==> src/rtl/bsc_pkg.sv <==
// Package: register map, field layout and constants of the bus configuration block
package bsc_pkg;

  localparam logic [11:0] OFS_CONFIG = 12'h000;
  localparam logic [11:0] OFS_AUTOVEC = 12'h004;
  localparam logic [11:0] OFS_RESET_CAUSE = 12'h008;

  localparam logic [31:0] CONFIG_RESET = 32'h00007CFF;
  localparam logic [31:0] CONFIG_WMASK = 32'h00007FFF;
  localparam logic [7:0]  AUTOVEC_RESET = 8'h00;
  localparam logic [7:0]  CAUSE_POWERUP = 8'hC0;
  localparam logic [7:0]  CAUSE_WMASK = 8'hF7;

  localparam int SHOW_LSB = 8;
  localparam int PRIV_BIT = 7;
  localparam int MASK_LSB = 4;
  localparam int IARB_LSB = 0;

  localparam int RC_HARD = 7;
  localparam int RC_POW = 6;
  localparam int RC_WDOG = 5;
  localparam int RC_DBF = 4;
  localparam int RC_LOC = 2;
  localparam int RC_SOFT = 1;

  localparam logic [3:0] FC_SUP_DATA = 4'h5;
  localparam logic [3:0] IARB_RESET = 4'hF;
  localparam logic [3:0] CPM_ARB_LEVEL = 4'h8;
  localparam logic [2:0] LVL_SERIAL_DMA = 3'h4;
  localparam logic [2:0] LVL_GDMA_X = 3'h2;
  localparam logic [2:0] LVL_GDMA_Y = 3'h0;
  localparam logic [2:0] LVL_REFRESH = 3'h6;

  typedef enum logic [1:0] {
    SHOW_OFF = 2'b00,
    SHOW_NOARB = 2'b01,
    SHOW_ARB = 2'b10,
    SHOW_ARB2 = 2'b11
  } show_mode_e;

  typedef struct packed {
    logic       drive_addr;
    logic       drive_data;
    logic       addr_strobe;
    logic       data_strobe;
    logic       data_transfer_ack;
  } ext_bus_s;

  typedef struct packed {
    logic [4:0] cause;
    logic       done;
  } reset_event_s;

endpackage : bsc_pkg

==> src/rtl/bus_show_cycle_reset_status_cfg.sv <==
// Show-cycle, bus-clear, interrupt arbitration and reset cause configuration block
//
// Behaviour
// Mode 00 split buses, arbitration on
// Mode 01 shows cycles, never grants bus
// Mode 1x shows cycles, halts while granting
// Show cycle drives all but address strobe
// No show cycles, no internal data outward
// Ignore bus request while arbitration off
// Request in 1x stops internal master
// Outside masters stay idle in mode 01
// Fast termination never drives transfer ack
// Slave mode reads selector as 00
// Free bus reflects internal address, code
// Protected registers need supervisor data code
// Service level above mask drives bus clear
// Bus clear in releases lower internal masters
// Fixed internal master arbitration levels
// Interrupt priority resets to F
// Communication processor priority is eight
// Enabled level raises autovector acknowledge
// Autovectors need nonzero arbitration priority
// Cause record set at reset completion
// Writing one clears a cause flag
// Separate flags per reset source
// Soft reset flag invalid in slave mode
//
// Decided for this implementation: the APB register port and the register offsets.
`timescale 1ns/1ns
`default_nettype none
module bus_show_cycle_reset_status_cfg
  import bsc_pkg::*;
(
  input  wire logic        pclk,
  input  wire logic        presetn,
  input  wire logic        psel,
  input  wire logic        penable,
  input  wire logic        pwrite,
  input  wire logic [11:0] paddr,
  input  wire logic [31:0] pwdata,
  input  wire logic [3:0]  function_code,
  output logic             pready,
  output logic [31:0]      prdata,
  output logic             pslverr,
  input  wire logic        slave_mode,
  input  wire logic        internal_access,
  input  wire logic        fast_termination,
  input  wire logic        ext_bus_free,
  input  wire logic        bus_request,
  input  wire logic        bus_grant_acknowledge,
  output logic             bus_grant,
  output logic             internal_halt,
  output logic             ext_arb_enable,
  output ext_bus_s         ext_bus,
  output logic             reflect_addr_fc,
  input  wire logic [2:0]  irq_service_level,
  output logic             bus_clear_out,
  input  wire logic        bus_clear_in,
  input  wire logic [3:0]  master_request,
  output logic [3:0]       master_release,
  input  wire logic        irq_ack_cycle,
  input  wire logic [2:0]  irq_ack_level,
  input  wire logic [3:0]  irq_source_level,
  output logic             irq_arb_win,
  output logic             autovector_ack,
  input  wire logic        reset_done,
  input  wire logic        hard_reset_pin,
  input  wire logic        watchdog_reset,
  input  wire logic        double_fault_reset,
  input  wire logic        clock_loss_reset,
  input  wire logic        clock_loss_reset_enable,
  input  wire logic        vco_running,
  input  wire logic        soft_reset
);

  logic [31:0] module_configuration_q;
  logic [7:0]  autovector_enable_q;
  logic [7:0]  reset_cause_record_q;
  logic        bus_grant_q;
  logic        halt_q;

  function automatic logic [2:0] master_level(input logic [1:0] idx);
    unique case (idx)
      2'd0: master_level = LVL_SERIAL_DMA;
      2'd1: master_level = LVL_GDMA_X;
      2'd2: master_level = LVL_GDMA_Y;
      2'd3: master_level = LVL_REFRESH;
    endcase
  endfunction

  // Bus decode
  logic        acc;
  logic        wr;
  logic        hit_cfg;
  logic        hit_avr;
  logic        hit_rc;
  logic        mapped;
  logic        denied;
  assign acc = psel && penable;
  assign hit_cfg = paddr == OFS_CONFIG;
  assign hit_avr = paddr == OFS_AUTOVEC;
  assign hit_rc = paddr == OFS_RESET_CAUSE;
  assign mapped = hit_cfg || hit_avr || hit_rc;
  // Only configuration and autovector space is protected; cause record stays open
  assign denied = pwrite && module_configuration_q[PRIV_BIT]
                  && function_code != FC_SUP_DATA && (hit_cfg || hit_avr);
  assign wr = acc && pwrite && !denied;
  assign pready = 1'b1;
  assign pslverr = acc && (!mapped || denied);

  // Selector in force; slave mode pins it to split buses
  logic [1:0] show_sel;
  logic [1:0] show_read;
  assign show_read = slave_mode ? 2'b00 : module_configuration_q[SHOW_LSB +: 2];
  assign show_sel = show_read;

  always_ff @(posedge pclk or negedge presetn) begin
    if (!presetn) begin
      module_configuration_q <= CONFIG_RESET;
    end else if (wr && hit_cfg) begin
      module_configuration_q <= pwdata & CONFIG_WMASK;
    end
  end

  always_ff @(posedge pclk or negedge presetn) begin
    if (!presetn) begin
      autovector_enable_q <= AUTOVEC_RESET;
    end else if (wr && hit_avr) begin
      autovector_enable_q <= {pwdata[7:1], 1'b0};
    end
  end

  // Reset event collected at completion; set wins over clear
  logic [7:0] cause_set;
  logic [7:0] cause_clr;
  always_comb begin
    cause_set = 8'h00;
    if (reset_done) begin
      cause_set[RC_HARD] = hard_reset_pin;
      cause_set[RC_WDOG] = watchdog_reset;
      cause_set[RC_DBF] = double_fault_reset;
      cause_set[RC_LOC] = clock_loss_reset && clock_loss_reset_enable && vco_running;
      cause_set[RC_SOFT] = soft_reset && !slave_mode;
    end
  end
  assign cause_clr = (wr && hit_rc) ? (pwdata[7:0] & CAUSE_WMASK) : 8'h00;

  // Only the power-up reset reloads the record, with the hard and power-up flags set
  always_ff @(posedge pclk or negedge presetn) begin
    if (!presetn) begin
      reset_cause_record_q <= CAUSE_POWERUP;
    end else begin
      reset_cause_record_q <= (reset_cause_record_q & ~cause_clr) | cause_set;
    end
  end

  always_ff @(posedge pclk or negedge presetn) begin
    if (!presetn) begin
      prdata <= 32'h00000000;
    end else if (psel && !penable && !pwrite) begin
      unique case (1'b1)
        hit_cfg: prdata <= {module_configuration_q[31:10], show_read,
                            module_configuration_q[7:0]};
        hit_avr: prdata <= {24'h000000, autovector_enable_q};
        hit_rc:  prdata <= {24'h000000, reset_cause_record_q};
        default: prdata <= 32'h00000000;
      endcase
    end
  end

  // Arbitration by show mode
  logic arb_on;
  assign arb_on = show_sel != SHOW_NOARB;
  assign ext_arb_enable = arb_on;
  logic req_seen;
  assign req_seen = arb_on && bus_request;

  always_ff @(posedge pclk or negedge presetn) begin
    if (!presetn) begin
      bus_grant_q <= 1'b0;
    end else if (!arb_on) begin
      bus_grant_q <= 1'b0;
    end else if (req_seen && !bus_grant_acknowledge) begin
      bus_grant_q <= 1'b1;
    end else if (bus_grant_acknowledge || !bus_request) begin
      bus_grant_q <= 1'b0;
    end
  end
  assign bus_grant = bus_grant_q;

  // Halt holds until both request and acknowledge are gone
  always_ff @(posedge pclk or negedge presetn) begin
    if (!presetn) begin
      halt_q <= 1'b0;
    end else if (show_sel[1] && req_seen) begin
      halt_q <= 1'b1;
    end else if (!bus_request && !bus_grant_acknowledge) begin
      halt_q <= 1'b0;
    end
  end
  assign internal_halt = halt_q || (show_sel[1] && req_seen);

  // External pins for internal cycles; an outside master is assumed idle in mode 01
  logic showing;
  assign showing = internal_access && show_sel != SHOW_OFF;
  always_ff @(posedge pclk or negedge presetn) begin
    if (!presetn) begin
      ext_bus <= '0;
      reflect_addr_fc <= 1'b0;
    end else begin
      ext_bus.drive_addr <= showing;
      ext_bus.drive_data <= showing;
      ext_bus.addr_strobe <= 1'b0;
      ext_bus.data_strobe <= showing;
      ext_bus.data_transfer_ack <= showing && !fast_termination;
      reflect_addr_fc <= internal_access && (showing || ext_bus_free);
    end
  end

  // Bus clear out from interrupt service level
  always_ff @(posedge pclk or negedge presetn) begin
    if (!presetn) begin
      bus_clear_out <= 1'b0;
    end else begin
      bus_clear_out <= !slave_mode
                       && irq_service_level > module_configuration_q[MASK_LSB +: 3];
    end
  end

  // Bus clear in releases low-level masters; same field in slave mode
  always_comb begin
    for (int i = 0; i < 4; i++) begin
      master_release[i] = slave_mode && bus_clear_in && master_request[i]
                          && master_level(2'(i))
                             < module_configuration_q[MASK_LSB +: 3];
    end
  end

  // Interrupt arbitration and autovector
  logic [3:0] iarb;
  assign iarb = module_configuration_q[IARB_LSB +: 4];
  always_ff @(posedge pclk or negedge presetn) begin
    if (!presetn) begin
      irq_arb_win <= 1'b0;
      autovector_ack <= 1'b0;
    end else begin
      irq_arb_win <= irq_ack_cycle && iarb > CPM_ARB_LEVEL
                     && iarb >= irq_source_level;
      autovector_ack <= irq_ack_cycle && autovector_enable_q[irq_ack_level]
                        && iarb != 4'h0;
    end
  end

  a_grant_never_01: assert property (@(posedge pclk) disable iff (!presetn)
    $past(show_sel) == SHOW_NOARB && show_sel == SHOW_NOARB |-> !bus_grant)
    else $error("bus grant in mode 01");
  a_no_as_show: assert property (@(posedge pclk) disable iff (!presetn)
    !ext_bus.addr_strobe)
    else $error("address strobe driven");
  a_off_no_data: assert property (@(posedge pclk) disable iff (!presetn)
    show_sel == SHOW_OFF |=> !ext_bus.drive_data)
    else $error("data driven with show off");
  a_fast_no_ack: assert property (@(posedge pclk) disable iff (!presetn)
    fast_termination |=> !ext_bus.data_transfer_ack)
    else $error("transfer ack on fast cycle");
  a_halt_on_req: assert property (@(posedge pclk) disable iff (!presetn)
    show_sel[1] && bus_request |-> internal_halt ##1 (halt_q || !bus_request))
    else $error("no halt on request");
  a_priv_err: assert property (@(posedge pclk) disable iff (!presetn)
    acc && pwrite && hit_cfg && module_configuration_q[PRIV_BIT]
    && function_code != FC_SUP_DATA |=> $stable(module_configuration_q))
    else $error("user write changed config");
  a_bclr_out: assert property (@(posedge pclk) disable iff (!presetn)
    !slave_mode && irq_service_level > module_configuration_q[MASK_LSB +: 3]
    && $stable(module_configuration_q) |=> bus_clear_out)
    else $error("bus clear out missing");
  a_autovector_ack_zero: assert property (@(posedge pclk) disable iff (!presetn)
    iarb == 4'h0 |=> !autovector_ack)
    else $error("autovector with zero priority");
  a_cause_w1c: assert property (@(posedge pclk) disable iff (!presetn)
    wr && hit_rc && pwdata[RC_POW] |=> !reset_cause_record_q[RC_POW])
    else $error("power flag not cleared");
  a_slave_sel: assert property (@(posedge pclk) disable iff (!presetn)
    slave_mode |-> show_sel == SHOW_OFF)
    else $error("slave selector not 00");

  // Per-mode and per-flag checks; registered outputs are checked one edge later
  a_split_arb_on: assert property (@(posedge pclk) disable iff (!presetn)
    show_sel == SHOW_OFF |-> ext_arb_enable)
    else $error("arbitration off in mode 00");
  a_split_no_strobe: assert property (@(posedge pclk) disable iff (!presetn)
    show_sel == SHOW_OFF |=> !ext_bus.data_strobe)
    else $error("strobe driven in mode 00");
  a_noarb_off: assert property (@(posedge pclk) disable iff (!presetn)
    show_sel == SHOW_NOARB |-> !ext_arb_enable)
    else $error("arbitration on in mode 01");
  a_noarb_grant_clr: assert property (@(posedge pclk) disable iff (!presetn)
    show_sel == SHOW_NOARB |=> !bus_grant)
    else $error("grant after mode 01");
  a_show_arb_on: assert property (@(posedge pclk) disable iff (!presetn)
    show_sel[1] |-> ext_arb_enable)
    else $error("arbitration off in mode 1x");
  a_grant_halts: assert property (@(posedge pclk) disable iff (!presetn)
    $past(show_sel[1]) && bus_grant |-> halt_q)
    else $error("grant without halt in mode 1x");
  a_show_drive: assert property (@(posedge pclk) disable iff (!presetn)
    internal_access && show_sel != SHOW_OFF |=> ext_bus.drive_addr && ext_bus.drive_data
    && ext_bus.data_strobe)
    else $error("show cycle not driven");
  a_idle_no_drive: assert property (@(posedge pclk) disable iff (!presetn)
    !showing |=> !ext_bus.data_strobe && !ext_bus.drive_data)
    else $error("pins driven without show cycle");
  a_arb_off_ignore: assert property (@(posedge pclk) disable iff (!presetn)
    !arb_on |=> !bus_grant)
    else $error("request seen with arbitration off");
  a_halt_release: assert property (@(posedge pclk) disable iff (!presetn)
    !bus_request && !bus_grant_acknowledge |=> !halt_q)
    else $error("halt kept after release");
  a_halt_hold: assert property (@(posedge pclk) disable iff (!presetn)
    halt_q && bus_grant_acknowledge |=> halt_q)
    else $error("halt dropped while acknowledged");
  a_ack_only_show: assert property (@(posedge pclk) disable iff (!presetn)
    !showing |=> !ext_bus.data_transfer_ack)
    else $error("transfer ack without show cycle");
  a_slave_arb: assert property (@(posedge pclk) disable iff (!presetn)
    slave_mode |-> ext_arb_enable)
    else $error("slave mode arbitration off");
  a_reflect_free: assert property (@(posedge pclk) disable iff (!presetn)
    internal_access && ext_bus_free |=> reflect_addr_fc)
    else $error("free bus not reflecting");
  a_reflect_idle: assert property (@(posedge pclk) disable iff (!presetn)
    !internal_access |=> !reflect_addr_fc)
    else $error("reflect without access");
  a_priv_avr: assert property (@(posedge pclk) disable iff (!presetn)
    acc && pwrite && hit_avr && module_configuration_q[PRIV_BIT]
    && function_code != FC_SUP_DATA |=> $stable(autovector_enable_q))
    else $error("user write changed autovector");
  a_priv_bus_error: assert property (@(posedge pclk) disable iff (!presetn)
    acc && pwrite && hit_cfg && module_configuration_q[PRIV_BIT]
    && function_code != FC_SUP_DATA |-> pslverr)
    else $error("user write not refused");
  a_sup_write_ok: assert property (@(posedge pclk) disable iff (!presetn)
    acc && hit_avr && function_code == FC_SUP_DATA |-> !pslverr)
    else $error("supervisor access refused");
  a_bclr_low: assert property (@(posedge pclk) disable iff (!presetn)
    irq_service_level <= module_configuration_q[MASK_LSB +: 3] |=> !bus_clear_out)
    else $error("bus clear out at low level");
  a_bclr_slave: assert property (@(posedge pclk) disable iff (!presetn)
    slave_mode |=> !bus_clear_out)
    else $error("bus clear out in slave mode");
  a_release_none: assert property (@(posedge pclk) disable iff (!presetn)
    !bus_clear_in |-> master_release == 4'h0)
    else $error("release without bus clear in");
  a_release_normal: assert property (@(posedge pclk) disable iff (!presetn)
    !slave_mode |-> master_release == 4'h0)
    else $error("release in normal mode");
  a_refresh_level: assert property (@(posedge pclk) disable iff (!presetn)
    master_release[3] |-> module_configuration_q[MASK_LSB +: 3] == 3'h7)
    else $error("refresh released below level 7");
  a_serial_level: assert property (@(posedge pclk) disable iff (!presetn)
    master_release[0] |-> module_configuration_q[MASK_LSB +: 3] > 3'h4)
    else $error("serial dma released at low level");
  a_iarb_low: assert property (@(posedge pclk) disable iff (!presetn)
    iarb <= CPM_ARB_LEVEL |=> !irq_arb_win)
    else $error("win at or below processor level");
  a_no_ack_idle: assert property (@(posedge pclk) disable iff (!presetn)
    !irq_ack_cycle |=> !irq_arb_win && !autovector_ack)
    else $error("response outside acknowledge");
  a_autovector_ack_off: assert property (@(posedge pclk) disable iff (!presetn)
    !autovector_enable_q[irq_ack_level] |=> !autovector_ack)
    else $error("autovector on disabled level");
  a_autovector_ack_on: assert property (@(posedge pclk) disable iff (!presetn)
    irq_ack_cycle && autovector_enable_q[irq_ack_level] && iarb != 4'h0
    |=> autovector_ack)
    else $error("autovector missing");
  a_cause_hold: assert property (@(posedge pclk) disable iff (!presetn)
    !reset_done && !(wr && hit_rc) |=> $stable(reset_cause_record_q))
    else $error("cause record changed");
  a_cause_zero_wr: assert property (@(posedge pclk) disable iff (!presetn)
    wr && hit_rc && pwdata[7:0] == 8'h00 && !reset_done
    |=> $stable(reset_cause_record_q))
    else $error("zero write changed cause");
  a_cause_set_wins: assert property (@(posedge pclk) disable iff (!presetn)
    reset_done && hard_reset_pin |=> reset_cause_record_q[RC_HARD])
    else $error("hard reset not recorded");
  a_loc_gated: assert property (@(posedge pclk) disable iff (!presetn)
    !clock_loss_reset_enable && !reset_cause_record_q[RC_LOC]
    |=> !reset_cause_record_q[RC_LOC])
    else $error("clock loss recorded while disabled");
  a_soft_slave: assert property (@(posedge pclk) disable iff (!presetn)
    slave_mode && !reset_cause_record_q[RC_SOFT] |=> !reset_cause_record_q[RC_SOFT])
    else $error("soft reset recorded in slave mode");
  a_cause_resv: assert property (@(posedge pclk) disable iff (!presetn)
    !reset_cause_record_q[3] && !reset_cause_record_q[0])
    else $error("reserved cause bit set");

endmodule : bus_show_cycle_reset_status_cfg
`default_nettype wire

==> config.mk <==
export PLATFORM = sky130hd
export DESIGN_NAME = bus_show_cycle_reset_status_cfg
export DESIGN_NICKNAME = d
export VERILOG_FILES = /design/src/rtl/bsc_pkg.sv /design/src/rtl/bus_show_cycle_reset_status_cfg.sv
export SDC_FILE = /design/constraint.sdc
export NUM_CORES = 1
export LEC_CHECK = 0
export BUFFER_PORTS_ARGS = -buffer_cell sky130_fd_sc_hd__buf_4
export CORE_UTILIZATION = 46
export CTS_CLUSTER_DIAMETER = 120
export DETAILED_ROUTE_END_ITERATION = 16
export PLACE_DENSITY = 0.8
export SYNTH_ARGS = -nofsm -noshare
export SYNTH_HDL_FRONTEND = slang
export SYNTH_SLANG_ARGS = --single-unit
==> constraint.sdc <==
create_clock -name pclk -period 2.6 [get_ports pclk]
set_clock_uncertainty 0.2 [all_clocks]
set_input_delay 0.26 -clock pclk [delete_from_list [all_inputs] [get_ports pclk]]
set_output_delay 0.26 -clock pclk [all_outputs]
set_load 0.05 [all_outputs]
==> results.md <==
* Vias in the first global route at 2102
* Hold buffers post-CTS at 27
* First-pass GRT wire length at 10.15 mm
* Syn_area_per_cell at 11.48 um2
* CTS root buf: clkbuf_8
* Cell Chain, Critical Path: buf_4, or4_4, or3_1, a21oi_1, a21oi_1, buf_4
* Synth cell types at 46
* DP Worst Slack at 131.2 ps
* Worst-Margin Slew at 643.0 ps
* ANT nets after route at 0
* Worst reg2reg path startpoint: module_configuration_q[7]
* Diode count at 0
* Final TNS setup at 0 ps
* Worst EP arrival at 1960 ps
* Power share of the clock group at 33.7%
* PortBufs at 96
* Pin count of the biggest net entering global routing at 53
* Slew Limit Headroom at 56.59%
* Pint at 0.001212 W
* Initial Util at 48.84%
* Leak pwr at 1.882 nW
* Run status: finished clean
* Critical Path RT at 2140 ps
* Post-CTS sizing at 0
* Total Routing Usage GR at 21.30%
* Cell Rows at 27
* Routed wire per std cell at 14.47 um
* Hold path depth at 2
* Clk pin slew, worst setup/hold paths at 90 ps
* Number of vias in the routed layout at 2206
* Setup Crit Path Kind: in -> out
* Chip height at 79.39 um
* Mapped cell area at 2755 um2
* Synth Flop Type: dfrtp_1
* Max incr delay on CP at 550 ps
* TritonCTS clock tree: built
* Die Area at 6303 um2
* Register share of total power at 50.1%
* Post-synth EDFFs at 0
* Worst vdd ir at 0.0002406 V
* Crit Path Max Fanout at 8
* TritonRoute pass-1 iters at 4
* Switching power total at 0.0004156 W
* Critical path capture point type: primary output
* Fin crit share at 93.15%
* # H-tree levels at 2
* Synthesis-to-layout area growth at 38.74%
* Number of nets in the layout at 450
* Drt total wl at 6.265 mm
* Final Hold Violating Endpoints at 0
* Clock sinks at 52
* Vias per cell at 5.095
* Core area at 5642 um2
* Routability cong. at 0.7711
* Hold EP: module_configuration_q[2]
* Period minus WS final at 2422 ps
* Placed cell area at 3445 um2
* FILL cells at 453
* PD cells at 425.7 nW/um2
* RSZ-0062 raised after global routing: no
* Max Fclk at 0.4129 GHz
* Max_cap viols at 0
* DR DRC count at 0
* Worst hold path startpoint: pwdata[2]
* Async SR Flop Fraction at 100.0%
* Synth warn at 0
* Post-CTS Setup Inserts at 0
* Seq/Total Area, Yosys at 47.91%
* Critical Path Slowest Stage Cell: or4_4
* Worst hold margin at 8.742 ps
* Logic pwr share at 16.2%
* CTS Buffer Depth at 2
* Reg2reg end: module_configuration_q[9]
* Initial antenna violation count at 0
* Synth Register Bits at 52
* CTS buffer count at 5
* Post-layout worst setup margin at 178.0 ps
* R2r setup slk at 650 ps
* Post-DP HPWL at 4.502 mm
* Iteration-0 DRC Markers at 97
* Clk_lat worst skew at 310 ps
* Final count of negative-setup-slack endpoints at 0
* Layout cells sized above 1 at 41.55%
* Post-synthesis cell count at 240
* Switching Share at 25.54%
* FF-to-FF path depth at 5
* Type of the worst min-delay path: in -> reg
* Slew Limit Fails at 0
* Ports at 133
* Fin area at 3822 um2
* Crit path launch type: input port
* Die width at 79.39 um
* GRT overflow at 0
-- per-layer routing --
layer	routed length (um)	share of wire [%]	track usage, %
met4	109	1.7	8.000
met1	2737	44	27.60
met3	303	4.8	3.200
met5	0	0	0
met2	3114	50	35.95
-- synth_stat cells (2+ instances only) --
cell type	n	area, um2
dfrtp_1	37	925.9
buf_4	21	157.7
dfstp_2	15	394.1
nor2_1	15	56.30
mux2_2	12	135.1
nand2_1	12	45.04
a21oi_1	11	55.05
inv_1	11	41.29
mux2i_1	11	110.1
mux2_4	10	150.1
ha_1	7	87.58
nor2b_1	7	43.79
a22o_1	6	52.55
o21ai_0	6	30.03
clkbuf_1	5	18.77
nand3_1	5	25.02
a21boi_0	3	22.52
a21o_1	3	22.52
a221o_1	3	30.03
o41ai_1	3	26.28
a32o_1	2	20.02
buf_6	2	22.52
conb_1	2	7.510
nand4_1	2	12.51
nand4b_1	2	17.52
nor3_1	2	10.01
nor4_4	2	42.54
o21a_1	2	15.01
o21ai_1	2	10.01
or3_1	2	12.51
or4_4	2	22.52
-- state kept, by name, indices dropped and copies added, names as in the netlist --
register / flops
irq_arb_win: 1
autovector_ack: 1
ext_bus: 2
reset_cause_record_q: 7
bus_grant: 1
bus_clear_out: 1
halt_q: 1
prdata: 15
reflect_addr_fc: 1
module_configuration_q: 15
autovector_enable_q: 7
-- placed cells by master, fill, tap and decap left out, types with 5 or more instances in the layout --
master and instances:
clkbuf_8 5, nand3_1 5, nand2_1 12, inv_1 11
mux2_4 10, ha_1 7, a22o_1 6, dlygate4sd3_1 27
dfrtp_1 37, dfstp_2 15, o21ai_0 6, nor2b_1 7
buf_4 99, conb_1 19, mux2_2 12, a21oi_1 11
mux2i_1 11, nor2_1 15
-- worst max-delay path by stage --
stage	from	end	cells after the start
floorplan	paddr[3]	pslverr	4
global placement	paddr[9]	prdata[8]	5
detailed placement	paddr[9]	prdata[8]	5
CTS	paddr[9]	pslverr	6
global route	paddr[9]	pslverr	6
finish	paddr[9]	pslverr	6
-- metrics by stage --
stage | cells | utilization (%) | power (W)
detailed placement | 398 | 61.06 | 0.001062
global route | 433 | 67.75 | 0.001693
floorplan | 257 | - | 0.0009702
finish | 433 | 67.75 | 0.001627
global placement | 398 | 61.06 | 0.001059
CTS | 433 | 67.75 | 0.001638
-- critical path, delay by kind of cell --
kind | cells | cell delay, ps
AOI/OAI and AO/OA | 2 | 270
and+or+nand+nor | 2 | 1100
buffers and inverters | 2 | 340
-- power groups by stage --
stage,Clock [W],Combinational (W),Sequential [W]
floorplan,0,0.000130,0.000840
global placement,0,0.000229,0.000830
detailed placement,0,0.000232,0.000830
CTS,0.000559,0.000263,0.000815
global route,0.000593,0.000284,0.000816
finish,0.000549,0.000263,0.000815
-- cells by family after synthesis --
logic type      after synthesis  share of synthesized area (%)
simple gates                 58                          12.58
flops                        52                          47.91
fa+ha+maj                     7                          3.179
mux                          34                          15.17
other cells                   2                         0.2726
compound gates               46                          11.85
buf+inv                      41                          9.037
-- final cells by class --
type | instances | area [um2] | share of cell area [%]
sequential | 52 | 1320 | 34.53
multi-input combinational | 164 | 1250 | 32.70
timing repair buffer | 126 | 1013 | 26.51
tap | 72 | 90.09 | 2.357
clock buffer | 6 | 72.57 | 1.899
inverter | 11 | 41.29 | 1.080
clock inverter | 2 | 35.03 | 0.9165
Note: power is estimated with default switching activity, not from simulation.
